### src/logic/sgai_map.svh
// Register offsets, field positions, reset values and timing counts
`ifndef SGAI_MAP_SVH
`define SGAI_MAP_SVH

`define SGAI_OFS_GPIO0_CFG 8'h0D
`define SGAI_OFS_GPIO12_CFG 8'h0E
`define SGAI_OFS_GPIO3R5_CFG 8'h0F
`define SGAI_OFS_R6R7_CFG 8'h10
`define SGAI_OFS_R8_CFG 8'h11
`define SGAI_OFS_VIDEO 8'h12
`define SGAI_OFS_IN_RB 8'h1C
`define SGAI_OFS_IN_RB8 8'h1D
`define SGAI_OFS_PAT_ADDR 8'h66
`define SGAI_OFS_PAT_DATA 8'h67
`define SGAI_OFS_AUDIO_CTRL 8'h70
`define SGAI_OFS_STATUS 8'h71

`define SGAI_NIB_OUT_L 4'h1
`define SGAI_NIB_OUT_H 4'h9
`define SGAI_NIB_INPUT 4'h3
`define SGAI_NIB_BACK 4'h5

`define SGAI_VIDEO_18B_BIT 2
`define SGAI_AUD_ISL_DIS_BIT 0
`define SGAI_AUD_SURR_BIT 1
`define SGAI_AUD_FOURCH_BIT 2
`define SGAI_AUD_REGEN_BIT 3

`define SGAI_CFG_RST 8'h00
`define SGAI_VIDEO_RST 8'h00
`define SGAI_AUDIO_RST 8'h00
`define SGAI_PAT_RST 8'h00

`define SGAI_KIND_GPIO 2'h0
`define SGAI_KIND_AUDIO 2'h1

`define SGAI_CLK_MHZ 125
`define SGAI_PD_HOLD_US 1500
`define SGAI_PD_HOLD_CYC (`SGAI_PD_HOLD_US * `SGAI_CLK_MHZ)

`endif

### src/logic/sgai_pkg.sv
// Types shared by the GPIO and audio input block
package sgai_pkg;
	typedef enum logic [2:0] {
		SGAI_GM_OFF = 3'h0,
		SGAI_GM_OUT_L = 3'h1,
		SGAI_GM_OUT_H = 3'h2,
		SGAI_GM_INPUT = 3'h3,
		SGAI_GM_BACK = 3'h4
	} sgai_gpio_mode_t;

	typedef enum logic [1:0] {
		SGAI_AM_OFF = 2'h0,
		SGAI_AM_ISLAND = 2'h1,
		SGAI_AM_FRAME = 2'h2,
		SGAI_AM_SURROUND = 2'h3
	} sgai_audio_mode_t;

	typedef logic [15:0] sgai_word_t;
endpackage

### src/logic/sgai_fifo.sv
// Synchronous FIFO with a registered output stage
module sgai_fifo #(
	parameter int WIDTH = 16,
	parameter int DEPTH = 16
) (
	// Clock and reset
	input wire logic i_clk,
	input wire logic i_rst,
	// Fill side
	input wire logic i_valid,
	output logic o_ready,
	input wire logic [WIDTH-1:0] i_data,
	// Drain side
	output logic o_valid,
	input wire logic i_ready,
	output logic [WIDTH-1:0] o_data
);
	localparam int AW = $clog2(DEPTH);
	localparam int CW = $clog2(DEPTH + 1);
	localparam logic [CW-1:0] FULL_CNT = CW'(DEPTH);

	logic [WIDTH-1:0] mem [0:DEPTH-1];
	logic [AW-1:0] wr_ptr_ff;
	logic [AW-1:0] rd_ptr_ff;
	logic [CW-1:0] cnt_ff;
	logic out_valid_ff;
	logic [WIDTH-1:0] out_data_ff;

	wire push = i_valid && (cnt_ff != FULL_CNT);
	wire can_load = !out_valid_ff || i_ready;
	wire pop = can_load && (cnt_ff != '0);
	wire [CW-1:0] nxt_cnt = cnt_ff + CW'(push) - CW'(pop);

	assign o_ready = (cnt_ff != FULL_CNT);
	assign o_valid = out_valid_ff;
	assign o_data = out_data_ff;

	always_ff @(posedge i_clk) begin
		if (push) begin
			mem[wr_ptr_ff] <= i_data;
		end
	end

	always_ff @(posedge i_clk) begin
		if (i_rst) begin
			wr_ptr_ff <= '0;
			rd_ptr_ff <= '0;
			cnt_ff <= '0;
			out_valid_ff <= 1'b0;
			out_data_ff <= '0;
		end else begin
			cnt_ff <= nxt_cnt;
			if (push) begin
				wr_ptr_ff <= wr_ptr_ff + AW'(1);
			end
			if (pop) begin
				rd_ptr_ff <= rd_ptr_ff + AW'(1);
				out_data_ff <= mem[rd_ptr_ff];
			end
			if (can_load) begin
				out_valid_ff <= pop;
			end
		end
	end
endmodule

### src/logic/sgai_top.sv
// GPIO and audio input control of the serializer, with link FIFO
//
// Function
// Pin GPIOs forward inputs or back-channel outputs
// GPIO2/3 share pins with audio C/D
// Older deserializer needs 18-bit mode for GPIOs
// 18-bit setting sent to deserializer automatically
// Nibble 3 forward input, 5 back output
// Local nibble 1 low, 9 high, 3 input
// Input levels read at 1C and 1D
// Pin GPIO levels readable, local outputs possible
// Register GPIOs 5-8 local only
// Enabled register GPIO overrides audio input
// Local and remote register ports both reach GPIOs
// Register GPIO state never sent over link
// Audio bit clock from 1 to 13 MHz
// No audio in backward compatibility mode
// Older deserializer: A in 24-bit, A+B in 18-bit
// Default audio transport is data islands
// Islands off: frame transport, A or A+B
// Surround only islands with newer deserializer
// Repeater surround propagates using data islands
// Repeater four-channel A+B set per device
// Repeater may regenerate audio from pins
// Indirect pattern registers at 66 and 67
// Power-down low resets all control registers
// Power-down held low at least 1.5 ms
// GPIO inputs pass two-flop synchronizer
`include "sgai_map.svh"
module sgai_top
	import sgai_pkg::*;
#(
	parameter logic [17:0] PD_HOLD_CYC = 18'(`SGAI_PD_HOLD_CYC)
) (
	// Clock, reset and power-down
	input wire logic I_CLK,
	input wire logic I_SRST,
	input wire logic I_POWER_DOWN_N,
	// Local register port
	input wire logic I_REG_WR,
	input wire logic I_REG_RD,
	input wire logic [7:0] I_REG_ADDR,
	input wire logic [7:0] I_REG_WDATA,
	output logic [7:0] O_REG_RDATA,
	output logic O_REG_RVALID,
	// Remote register port from the back control channel
	input wire logic I_RMT_WR,
	input wire logic I_RMT_RD,
	input wire logic [7:0] I_RMT_ADDR,
	input wire logic [7:0] I_RMT_WDATA,
	output logic [7:0] O_RMT_RDATA,
	output logic O_RMT_RVALID,
	output logic O_RMT_BUSY,
	// Pin GPIOs 0..3 (2 and 3 carry audio C and D)
	input wire logic [3:0] I_GPIO,
	output logic [3:0] O_GPIO,
	output logic [3:0] O_GPIO_OE,
	// Register GPIO pins 5..8 (5 and 6 carry audio A and B)
	input wire logic [3:0] I_REGPIN,
	output logic [3:0] O_REGPIN,
	output logic [3:0] O_REGPIN_OE,
	// Audio clocks
	input wire logic I_AUDIO_CLK,
	input wire logic I_AUDIO_WC,
	// System straps and partner state
	input wire logic I_LEGACY_COMPAT_MODE,
	input wire logic I_OLDER_DESER,
	input wire logic I_REPEATER_MODE,
	input wire logic I_UP_SURROUND,
	input wire logic [3:0] I_BC_GPIO,
	// Forward link words
	output logic O_LINK_VALID,
	input wire logic I_LINK_READY,
	output logic [15:0] O_LINK_DATA,
	// Pattern generator indirect write
	output logic O_PAT_WE,
	output logic [7:0] O_PAT_ADDR,
	output logic [7:0] O_PAT_DATA
);
	////////////////////////////////////////////////////////////////////////
	// Reset and nibble decode

	// Power-down acts as a synchronous reset of every control register
	wire rst = I_SRST || !I_POWER_DOWN_N;

	function automatic sgai_gpio_mode_t nib_mode(input logic [3:0] nib);
		sgai_gpio_mode_t m;
		m = SGAI_GM_OFF;
		if (nib == `SGAI_NIB_OUT_L) m = SGAI_GM_OUT_L;
		if (nib == `SGAI_NIB_OUT_H) m = SGAI_GM_OUT_H;
		if (nib == `SGAI_NIB_INPUT) m = SGAI_GM_INPUT;
		if (nib == `SGAI_NIB_BACK) m = SGAI_GM_BACK;
		return m;
	endfunction

	////////////////////////////////////////////////////////////////////////
	// Register port arbitration

	logic rmt_pend_ff;
	logic rmt_wr_ff;
	logic [7:0] rmt_addr_ff;
	logic [7:0] rmt_wdata_ff;
	wire loc_act = I_REG_WR || I_REG_RD;
	// Local port has priority; a remote request waits in one slot
	wire rmt_go = rmt_pend_ff && !loc_act;
	wire acc_wr = loc_act ? I_REG_WR : (rmt_go && rmt_wr_ff);
	wire acc_rd = loc_act ? I_REG_RD : (rmt_go && !rmt_wr_ff);
	wire [7:0] acc_addr = loc_act ? I_REG_ADDR : rmt_addr_ff;
	wire [7:0] acc_wdata = loc_act ? I_REG_WDATA : rmt_wdata_ff;
	wire rmt_take = (I_RMT_WR || I_RMT_RD) && (!rmt_pend_ff || rmt_go);

	always_ff @(posedge I_CLK) begin
		if (rst) begin
			rmt_pend_ff <= 1'b0;
			rmt_wr_ff <= 1'b0;
			rmt_addr_ff <= 8'h00;
			rmt_wdata_ff <= 8'h00;
		end else begin
			rmt_pend_ff <= rmt_take || (rmt_pend_ff && !rmt_go);
			if (rmt_take) begin
				rmt_wr_ff <= I_RMT_WR;
				rmt_addr_ff <= I_RMT_ADDR;
				rmt_wdata_ff <= I_RMT_WDATA;
			end
		end
	end

	////////////////////////////////////////////////////////////////////////
	// Control registers

	logic [7:0] cfg_ff [0:4];
	logic [7:0] video_ff;
	logic [7:0] audio_ff;
	logic [7:0] pat_addr_ff;
	logic [7:0] pat_mem [0:255];

	wire cfg_hit = (acc_addr >= `SGAI_OFS_GPIO0_CFG) && (acc_addr <= `SGAI_OFS_R8_CFG);
	wire [2:0] cfg_idx = 3'(acc_addr - `SGAI_OFS_GPIO0_CFG);
	wire pat_data_wr = acc_wr && (acc_addr == `SGAI_OFS_PAT_DATA);

	always_ff @(posedge I_CLK) begin
		if (rst) begin
			for (int i = 0; i < 5; i++) begin
				cfg_ff[i] <= `SGAI_CFG_RST;
			end
			video_ff <= `SGAI_VIDEO_RST;
			audio_ff <= `SGAI_AUDIO_RST;
			pat_addr_ff <= `SGAI_PAT_RST;
		end else if (acc_wr) begin
			if (cfg_hit) begin
				cfg_ff[cfg_idx] <= acc_wdata;
			end
			if (acc_addr == `SGAI_OFS_VIDEO) video_ff <= acc_wdata;
			if (acc_addr == `SGAI_OFS_AUDIO_CTRL) audio_ff <= acc_wdata;
			if (acc_addr == `SGAI_OFS_PAT_ADDR) pat_addr_ff <= acc_wdata;
		end
	end

	// Indirect space is storage only; it is not cleared by reset
	always_ff @(posedge I_CLK) begin
		if (pat_data_wr) begin
			pat_mem[pat_addr_ff] <= acc_wdata;
		end
	end

	////////////////////////////////////////////////////////////////////////
	// Input synchronizers

	// Bits: 3:0 pin GPIOs, 7:4 register pins, 8 bit clock, 9 word clock
	logic [9:0] sync1_ff;
	logic [9:0] sync2_ff;
	logic aclk_d_ff;
	always_ff @(posedge I_CLK) begin
		if (rst) begin
			sync1_ff <= 10'h000;
			sync2_ff <= 10'h000;
			aclk_d_ff <= 1'b0;
		end else begin
			sync1_ff <= {I_AUDIO_WC, I_AUDIO_CLK, I_REGPIN, I_GPIO};
			sync2_ff <= sync1_ff;
			aclk_d_ff <= sync2_ff[8];
		end
	end

	wire [3:0] gpio_lvl = sync2_ff[3:0];
	wire [3:0] regpin_lvl = sync2_ff[7:4];
	wire aclk_rise = sync2_ff[8] && !aclk_d_ff;

	////////////////////////////////////////////////////////////////////////
	// GPIO modes and pin drive

	wire mode18 = video_ff[`SGAI_VIDEO_18B_BIT];
	// Link GPIO functions are dead in compatibility mode or mis-set pairing
	wire link_ok = !I_LEGACY_COMPAT_MODE && (!I_OLDER_DESER || mode18);

	wire [3:0] nib [0:7];
	assign nib[0] = cfg_ff[0][3:0];
	assign nib[1] = cfg_ff[1][3:0];
	assign nib[2] = cfg_ff[1][7:4];
	assign nib[3] = cfg_ff[2][3:0];
	assign nib[4] = cfg_ff[2][7:4];
	assign nib[5] = cfg_ff[3][3:0];
	assign nib[6] = cfg_ff[3][7:4];
	assign nib[7] = cfg_ff[4][3:0];

	wire [7:0] pin_lvl = {regpin_lvl, gpio_lvl};
	wire [7:0] pin_en;
	wire [7:0] pin_oe;
	wire [7:0] pin_out;
	wire [3:0] fwd_en;

	genvar g;
	generate
		for (g = 0; g < 8; g++) begin : g_pin
			wire sgai_gpio_mode_t m = nib_mode(nib[g]);
			// Register GPIOs have no link path, so back mode drives nothing there
			wire back = (g < 4) && (m == SGAI_GM_BACK) && link_ok;
			assign pin_en[g] = (m != SGAI_GM_OFF);
			assign pin_oe[g] = (m == SGAI_GM_OUT_L) || (m == SGAI_GM_OUT_H) || back;
			assign pin_out[g] = (m == SGAI_GM_OUT_H) || (back && I_BC_GPIO[g % 4]);
			if (g < 4) begin : g_fwd
				assign fwd_en[g] = (m == SGAI_GM_INPUT) && link_ok;
			end
		end
	endgenerate

	logic [3:0] gpio_o_ff;
	logic [3:0] gpio_oe_ff;
	logic [3:0] regpin_o_ff;
	logic [3:0] regpin_oe_ff;

	always_ff @(posedge I_CLK) begin
		if (rst) begin
			gpio_o_ff <= 4'h0;
			gpio_oe_ff <= 4'h0;
			regpin_o_ff <= 4'h0;
			regpin_oe_ff <= 4'h0;
		end else begin
			gpio_o_ff <= pin_out[3:0];
			gpio_oe_ff <= pin_oe[3:0];
			regpin_o_ff <= pin_out[7:4];
			regpin_oe_ff <= pin_oe[7:4];
		end
	end

	////////////////////////////////////////////////////////////////////////
	// Audio transport selection

	wire rep_surr = I_REPEATER_MODE && I_UP_SURROUND;
	wire surr_req = audio_ff[`SGAI_AUD_SURR_BIT] || rep_surr;
	// Upstream surround forces data islands back on
	wire isl_dis = audio_ff[`SGAI_AUD_ISL_DIS_BIT] && !rep_surr;
	wire [3:0] older_cap = mode18 ? 4'h3 : 4'h1;

	sgai_audio_mode_t amode;
	assign amode = I_LEGACY_COMPAT_MODE ? SGAI_AM_OFF :
		isl_dis ? SGAI_AM_FRAME :
		(surr_req && !I_OLDER_DESER) ? SGAI_AM_SURROUND :
		SGAI_AM_ISLAND;

	wire [3:0] frame_mask = I_OLDER_DESER ? older_cap : 4'h1;
	// Two-input four-channel is a local setting in each repeater node
	wire [3:0] isl_mask = I_OLDER_DESER ? older_cap :
		(audio_ff[`SGAI_AUD_FOURCH_BIT] ? 4'h3 : 4'h1);
	wire [3:0] mode_mask = (amode == SGAI_AM_OFF) ? 4'h0 :
		(amode == SGAI_AM_FRAME) ? frame_mask :
		(amode == SGAI_AM_SURROUND) ? 4'hF : isl_mask;
	// Enabled GPIO functions take the shared audio pins away
	wire [3:0] pin_free = ~{pin_en[3], pin_en[2], pin_en[5], pin_en[4]};
	wire [3:0] lane_mask = mode_mask & pin_free;
	wire [3:0] lane_lvl = {gpio_lvl[3], gpio_lvl[2], regpin_lvl[1], regpin_lvl[0]};
	// A repeater relays island audio unless told to resample its pins
	wire use_pins = !I_REPEATER_MODE || audio_ff[`SGAI_AUD_REGEN_BIT];
	wire aud_sample = aclk_rise && use_pins && (lane_mask != 4'h0);

	////////////////////////////////////////////////////////////////////////
	// Link words and FIFO

	// GPIO word: kind, forward enables, 18-bit flag, forward levels
	wire [8:0] gpio_cur = {fwd_en, mode18, fwd_en & gpio_lvl};
	wire sgai_word_t aud_cur = {`SGAI_KIND_AUDIO, 7'h00, amode, sync2_ff[9],
		lane_lvl & lane_mask};

	logic [8:0] gpio_sent_ff;
	logic [8:0] gpio_word_ff;
	logic gpio_pend_ff;
	logic aud_pend_ff;
	sgai_word_t aud_word_ff;
	logic ovf_ff;
	wire fifo_ready;
	wire fifo_valid = gpio_pend_ff || aud_pend_ff;
	wire sgai_word_t fifo_din = gpio_pend_ff ?
		{`SGAI_KIND_GPIO, 5'h00, gpio_word_ff} : aud_word_ff;
	wire gpio_acc = gpio_pend_ff && fifo_ready;
	wire aud_acc = !gpio_pend_ff && aud_pend_ff && fifo_ready;
	wire gpio_new = !gpio_pend_ff && (gpio_cur != gpio_sent_ff);
	// A sample that finds the slot still full is lost and flagged
	wire aud_lost = aud_sample && aud_pend_ff && !aud_acc;

	always_ff @(posedge I_CLK) begin
		if (rst) begin
			gpio_sent_ff <= 9'h000;
			gpio_word_ff <= 9'h000;
			gpio_pend_ff <= 1'b0;
			aud_pend_ff <= 1'b0;
			aud_word_ff <= 16'h0000;
		end else begin
			if (gpio_new) begin
				gpio_word_ff <= gpio_cur;
			end
			if (gpio_acc) begin
				gpio_sent_ff <= gpio_word_ff;
			end
			gpio_pend_ff <= gpio_new || (gpio_pend_ff && !gpio_acc);
			if (aud_sample && (!aud_pend_ff || aud_acc)) begin
				aud_word_ff <= aud_cur;
			end
			aud_pend_ff <= aud_sample || (aud_pend_ff && !aud_acc);
		end
	end

	sgai_fifo #(
		.WIDTH(16),
		.DEPTH(16)
	) u_fifo (
		.i_clk(I_CLK),
		.i_rst(rst),
		.i_valid(fifo_valid),
		.o_ready(fifo_ready),
		.i_data(fifo_din),
		.o_valid(O_LINK_VALID),
		.i_ready(I_LINK_READY),
		.o_data(O_LINK_DATA)
	);

	////////////////////////////////////////////////////////////////////////
	// Power-down hold monitor

	// Runs on the plain reset so a short pulse is still seen afterwards
	logic [17:0] pd_cnt_ff;
	logic pd_n_d_ff;
	logic pd_short_ff;
	wire pd_rise = I_POWER_DOWN_N && !pd_n_d_ff;
	wire stat_rd = acc_rd && (acc_addr == `SGAI_OFS_STATUS);

	always_ff @(posedge I_CLK) begin
		if (I_SRST) begin
			pd_cnt_ff <= 18'h00000;
			pd_n_d_ff <= 1'b1;
			pd_short_ff <= 1'b0;
		end else begin
			pd_n_d_ff <= I_POWER_DOWN_N;
			if (I_POWER_DOWN_N) begin
				pd_cnt_ff <= 18'h00000;
			end else if (pd_cnt_ff != PD_HOLD_CYC) begin
				pd_cnt_ff <= pd_cnt_ff + 18'h00001;
			end
			pd_short_ff <= (pd_rise && (pd_cnt_ff != PD_HOLD_CYC)) ||
				(pd_short_ff && !stat_rd);
		end
	end

	always_ff @(posedge I_CLK) begin
		if (rst) begin
			ovf_ff <= 1'b0;
		end else begin
			ovf_ff <= aud_lost || (ovf_ff && !stat_rd);
		end
	end

	////////////////////////////////////////////////////////////////////////
	// Read data and outputs

	wire [7:0] in_rb = {regpin_lvl[2:0], 1'b0, gpio_lvl};
	wire [7:0] in_rb8 = {7'h00, regpin_lvl[3]};
	wire [7:0] status = {lane_mask, amode, pd_short_ff, ovf_ff};
	wire [7:0] rd_mux = cfg_hit ? cfg_ff[cfg_idx] :
		(acc_addr == `SGAI_OFS_VIDEO) ? video_ff :
		(acc_addr == `SGAI_OFS_IN_RB) ? in_rb :
		(acc_addr == `SGAI_OFS_IN_RB8) ? in_rb8 :
		(acc_addr == `SGAI_OFS_PAT_ADDR) ? pat_addr_ff :
		(acc_addr == `SGAI_OFS_PAT_DATA) ? pat_mem[pat_addr_ff] :
		(acc_addr == `SGAI_OFS_AUDIO_CTRL) ? audio_ff :
		(acc_addr == `SGAI_OFS_STATUS) ? status : 8'h00;

	logic [7:0] reg_rdata_ff;
	logic reg_rvalid_ff;
	logic [7:0] rmt_rdata_ff;
	logic rmt_rvalid_ff;
	logic pat_we_ff;
	logic [7:0] pat_a_ff;
	logic [7:0] pat_d_ff;

	always_ff @(posedge I_CLK) begin
		if (rst) begin
			reg_rdata_ff <= 8'h00;
			reg_rvalid_ff <= 1'b0;
			rmt_rdata_ff <= 8'h00;
			rmt_rvalid_ff <= 1'b0;
			pat_we_ff <= 1'b0;
			pat_a_ff <= 8'h00;
			pat_d_ff <= 8'h00;
		end else begin
			reg_rvalid_ff <= loc_act && I_REG_RD;
			rmt_rvalid_ff <= !loc_act && acc_rd;
			if (loc_act && I_REG_RD) reg_rdata_ff <= rd_mux;
			if (!loc_act && acc_rd) rmt_rdata_ff <= rd_mux;
			pat_we_ff <= pat_data_wr;
			if (pat_data_wr) begin
				pat_a_ff <= pat_addr_ff;
				pat_d_ff <= acc_wdata;
			end
		end
	end

	assign O_REG_RDATA = reg_rdata_ff;
	assign O_REG_RVALID = reg_rvalid_ff;
	assign O_RMT_RDATA = rmt_rdata_ff;
	assign O_RMT_RVALID = rmt_rvalid_ff;
	assign O_RMT_BUSY = rmt_pend_ff;
	assign O_GPIO = gpio_o_ff;
	assign O_GPIO_OE = gpio_oe_ff;
	assign O_REGPIN = regpin_o_ff;
	assign O_REGPIN_OE = regpin_oe_ff;
	assign O_PAT_WE = pat_we_ff;
	assign O_PAT_ADDR = pat_a_ff;
	assign O_PAT_DATA = pat_d_ff;
endmodule

### config.mk
export PLATFORM = sky130hd
export DESIGN_NAME = sgai_top
export DESIGN_NICKNAME = d
export VERILOG_FILES = /design/src/logic/sgai_pkg.sv /design/src/logic/sgai_fifo.sv /design/src/logic/sgai_top.sv
export VERILOG_INCLUDE_DIRS = /design/src /design/src/logic
export SDC_FILE = /design/constraint.sdc
export NUM_CORES = 2
export LEC_CHECK = 0
export BUFFER_PORTS_ARGS = -buffer_cell sky130_fd_sc_hd__buf_2
export CORE_MARGIN = 5
export CORE_UTILIZATION = 61
export DETAILED_ROUTE_END_ITERATION = 12
export PLACE_DENSITY_LB_ADDON = 0.3
export SLEW_MARGIN = 20
export SYNTH_ARGS = -nofsm -noshare
export SYNTH_HDL_FRONTEND = slang
export SYNTH_HIERARCHICAL = 1
export SYNTH_SLANG_ARGS = --single-unit
### constraint.sdc
create_clock -name I_CLK -period 10.5 [get_ports I_CLK]
set_input_delay 1.575 -clock I_CLK [delete_from_list [all_inputs] [get_ports I_CLK]]
set_output_delay 1.575 -clock I_CLK [all_outputs]
set_load 0.05 [all_outputs]
==> reports/results.txt <==
status - finished clean
CTS tree - done
DR vias/cell - 6.92
global-route wire length before repair - 388 mm
Starting Density - 0.613
Crit Path Max Fanout - 25
Top delay family on crit path - simple AND/OR/NAND/NOR gates
Primary FF master, synth - edfxtp_1
share of cells above drive strength 1 - 0.218
maximum vdd drop - 0.227 mV
fin crit period - 6.27 ns
commonest cells after routing, fill and taps aside - 2368 x edfxtp_1, 554 x mux4_2, 447 x nor2_1
Worst path slowest cell - or2_1
critical path, cell by cell - buf_2 > or2_1 > mux2_2 > ha_1 > o21ai_1 > nor2_2 > nand2_1 > nor2_1 > nand2_1 > buf_4 > nor2_1
Layout area overhead - 10.8%
initial antenna violation count - 8
gr ovfl total - 0
Final Hold Vio Count - 0
Syn Inst Count - 5308
Die H - 417 um
htree depth - 4
Netlist cell types - 104
Post-Route Setup TNS - 0 ns
commonest non-fill, non-tap cell in the layout - edfxtp_1
Skew-Pair Late Insertion Delay - 0.90 ns
Startpoint Class - primary input
largest net degree at the start of global routing - 193
vias in the first global route - 53700
critical path class - in2reg
hold_buf cts - 0
endpoint class of the critical path - register
total wire length - 270 mm
nets - 5665
routability cong. - 0.961
GR Util All Layers - 0.311
min-delay src - sync1_ff[5]
CP bufs+invs - 2
hold_ws - 0.445 ns
Slew @ Worst Pin - 1.24 ns
post-synthesis register bit count - 2569
vias post-DR - 55300
Antenna Nets Post-Route - 0
Port Buf Inserts - 126
# Post-CTS Setup Buffers - 0
Tcrit/Tclk final - 0.597
part of the Yosys area used for sequential elements - 0.744
RSZ-0062 raised after global routing - no
ys async rst share - 0
largest stage delay on the critical path - 0.82 ns
Die Footprint - 174000 um^2
Critical Path Source - I_REG_RD
TritonCTS Buffers - 239
CTS resizes - 0
Fmax - 159 MHz
Req. time, crit path - 10.98 ns
number of remaining DRC errors - 0
leakage power - 0.0346 uW
post-DR wirelength/cell - 33.8 um
HP Class - reg2reg
clock sinks - 2569
Core Area - 165000 um^2
Arrival @ worst endpoint - 6.75 ns
Post-synth EDFFs - 2368
max-slew violation count - 0
max-cap viol count - 0
final setup fails - 0
Die X - 417 um
first-pass detailed-route iteration total - 8
Worst-path clk slew - 0.06 ns
Root Buffer - clkbuf_16
FP Rows - 149
DRT iter0 DRCs - 8898
Synth Cell Area - 101000 um^2
Avg Cell Area, Syn - 19.0 um^2
Top Ports - 127
Layout fillers - 10200
P per Cell Area - 184 nW/um^2
yosys warns - 6
clk buf depth - 3
max_slew headroom - 0.172
Final Skew - 0.0565 ns
hpwl dp - 161 mm
==> per-layer routing <==
layer	vias to the layer above	track usage	part of all wire
met2	4355	0.451	0.45
met4	8	0.128	0.047
li1	22000	-	-
met1	28200	0.442	0.36
met3	707	0.106	0.15
met5	-	0	0.00018
==> cell usage after synthesis (all sizes together), types with 8 or more instances <==
library cell,number,area share
a21oi,104,0.0052
and3,13,0.00082
nand2b,28,0.0017
or2,17,0.0011
nor3b,8,0.00064
a211oi,42,0.0032
o221ai,22,0.0026
a31oi,25,0.0015
nor2b,30,0.0019
nor2,452,0.017
buf,180,0.013
edfxtp,2368,0.70
clkbuf,121,0.0046
xor2,19,0.0016
nand2,252,0.0094
nand3,89,0.0045
inv,37,0.0014
dfxtp,201,0.040
nor4,16,0.0011
nand4,29,0.0018
mux4,563,0.13
o21ai,61,0.0030
or3,9,0.00056
nand3b,31,0.0023
mux2,40,0.0045
a22oi,86,0.0064
a221oi,31,0.0027
nor3,28,0.0014
a22o,13,0.0011
o211ai,15,0.0011
o22ai,20,0.0012
and2,38,0.0024
ha,18,0.0022
mux2i,189,0.019
==> worst paths after layout <==
kind                           to  slack (ns)  cells past startpoint
hold / removal        sync2_ff[5]        0.44                      1
setup / recovery  pat_mem[130][7]        4.23                     11
hold reg to reg       sync2_ff[5]        0.44                      1
setup reg to reg   O_RMT_RDATA[1]        4.86                     10
==> cell type report <==
cell class              instances  area (um^2)  area share
inverters                      40          206     0.00184
multi-input cells            2492        24400       0.218
clock inverters               154         1490      0.0133
clock buffers                 291         6250      0.0558
well taps                    2189         2740      0.0245
flip-flops and latches       2569        75200       0.671
diodes                         13         32.5    0.000291
repair buffers                246         1650      0.0147
==> cells by family after synthesis <==
kind of cell	synth area share
DFF	0.744
xor gates and xnor gates	0.00225
AOI/OAI and AO/OA	0.0353
other	0.0000371
adders and majority gates	0.00253
and+or+nand+nor	0.0481
muxes	0.149
buffers and inverters	0.0190
==> stage by stage <==
step | util | total power, uW | cell area (um^2) | instances | worst slack (ns)
5_1_grt | 0.679 | 21200 | 112000 | 7981 | 3.90
4_1_cts | 0.679 | 20700 | 112000 | 7980 | 4.34
2_1_floorplan | - | 12000 | 101000 | 5403 | 4.13
3_3_place_gp | 0.632 | 12300 | 104000 | 7535 | 3.48
6_report | 0.679 | 20600 | 112000 | 7994 | 4.23
3_5_place_dp | 0.632 | 12300 | 104000 | 7535 | 3.42
==> flip-flops by register name (all words and copies together), names as in the netlist, 9 cells and up, named ones only <==
| register | count |
|---|---|
| u_fifo/o_data | 16 |
| u_fifo/mem | 256 |
| sync2_ff | 10 |
| cfg_ff | 64 |
| gpio_sent_ff | 9 |
| pat_mem | 2048 |
| sync1_ff | 10 |
| gpio_word_ff | 9 |
| pd_cnt_ff | 18 |
==> worst register-to-register path, stage by stage (launching register included) <==
cell     delay (ns)
dfxtp_4        0.73
buf_12         0.58
buf_4          0.90
mux4_2         0.70
a22oi_1        0.22
a21oi_1        0.12
a31oi_1        0.66
nand3_1        0.33
nor3_1         0.84
o41a_1         0.29
a21oi_1        0.08
==> power breakdown <==
part	internal, uW	total (uW)	switching [uW]
sequential	11300	11300	41.2
clock	4720	8550	3840
combinational	213	769	556
Note: power is estimated with default switching activity, not from simulation.
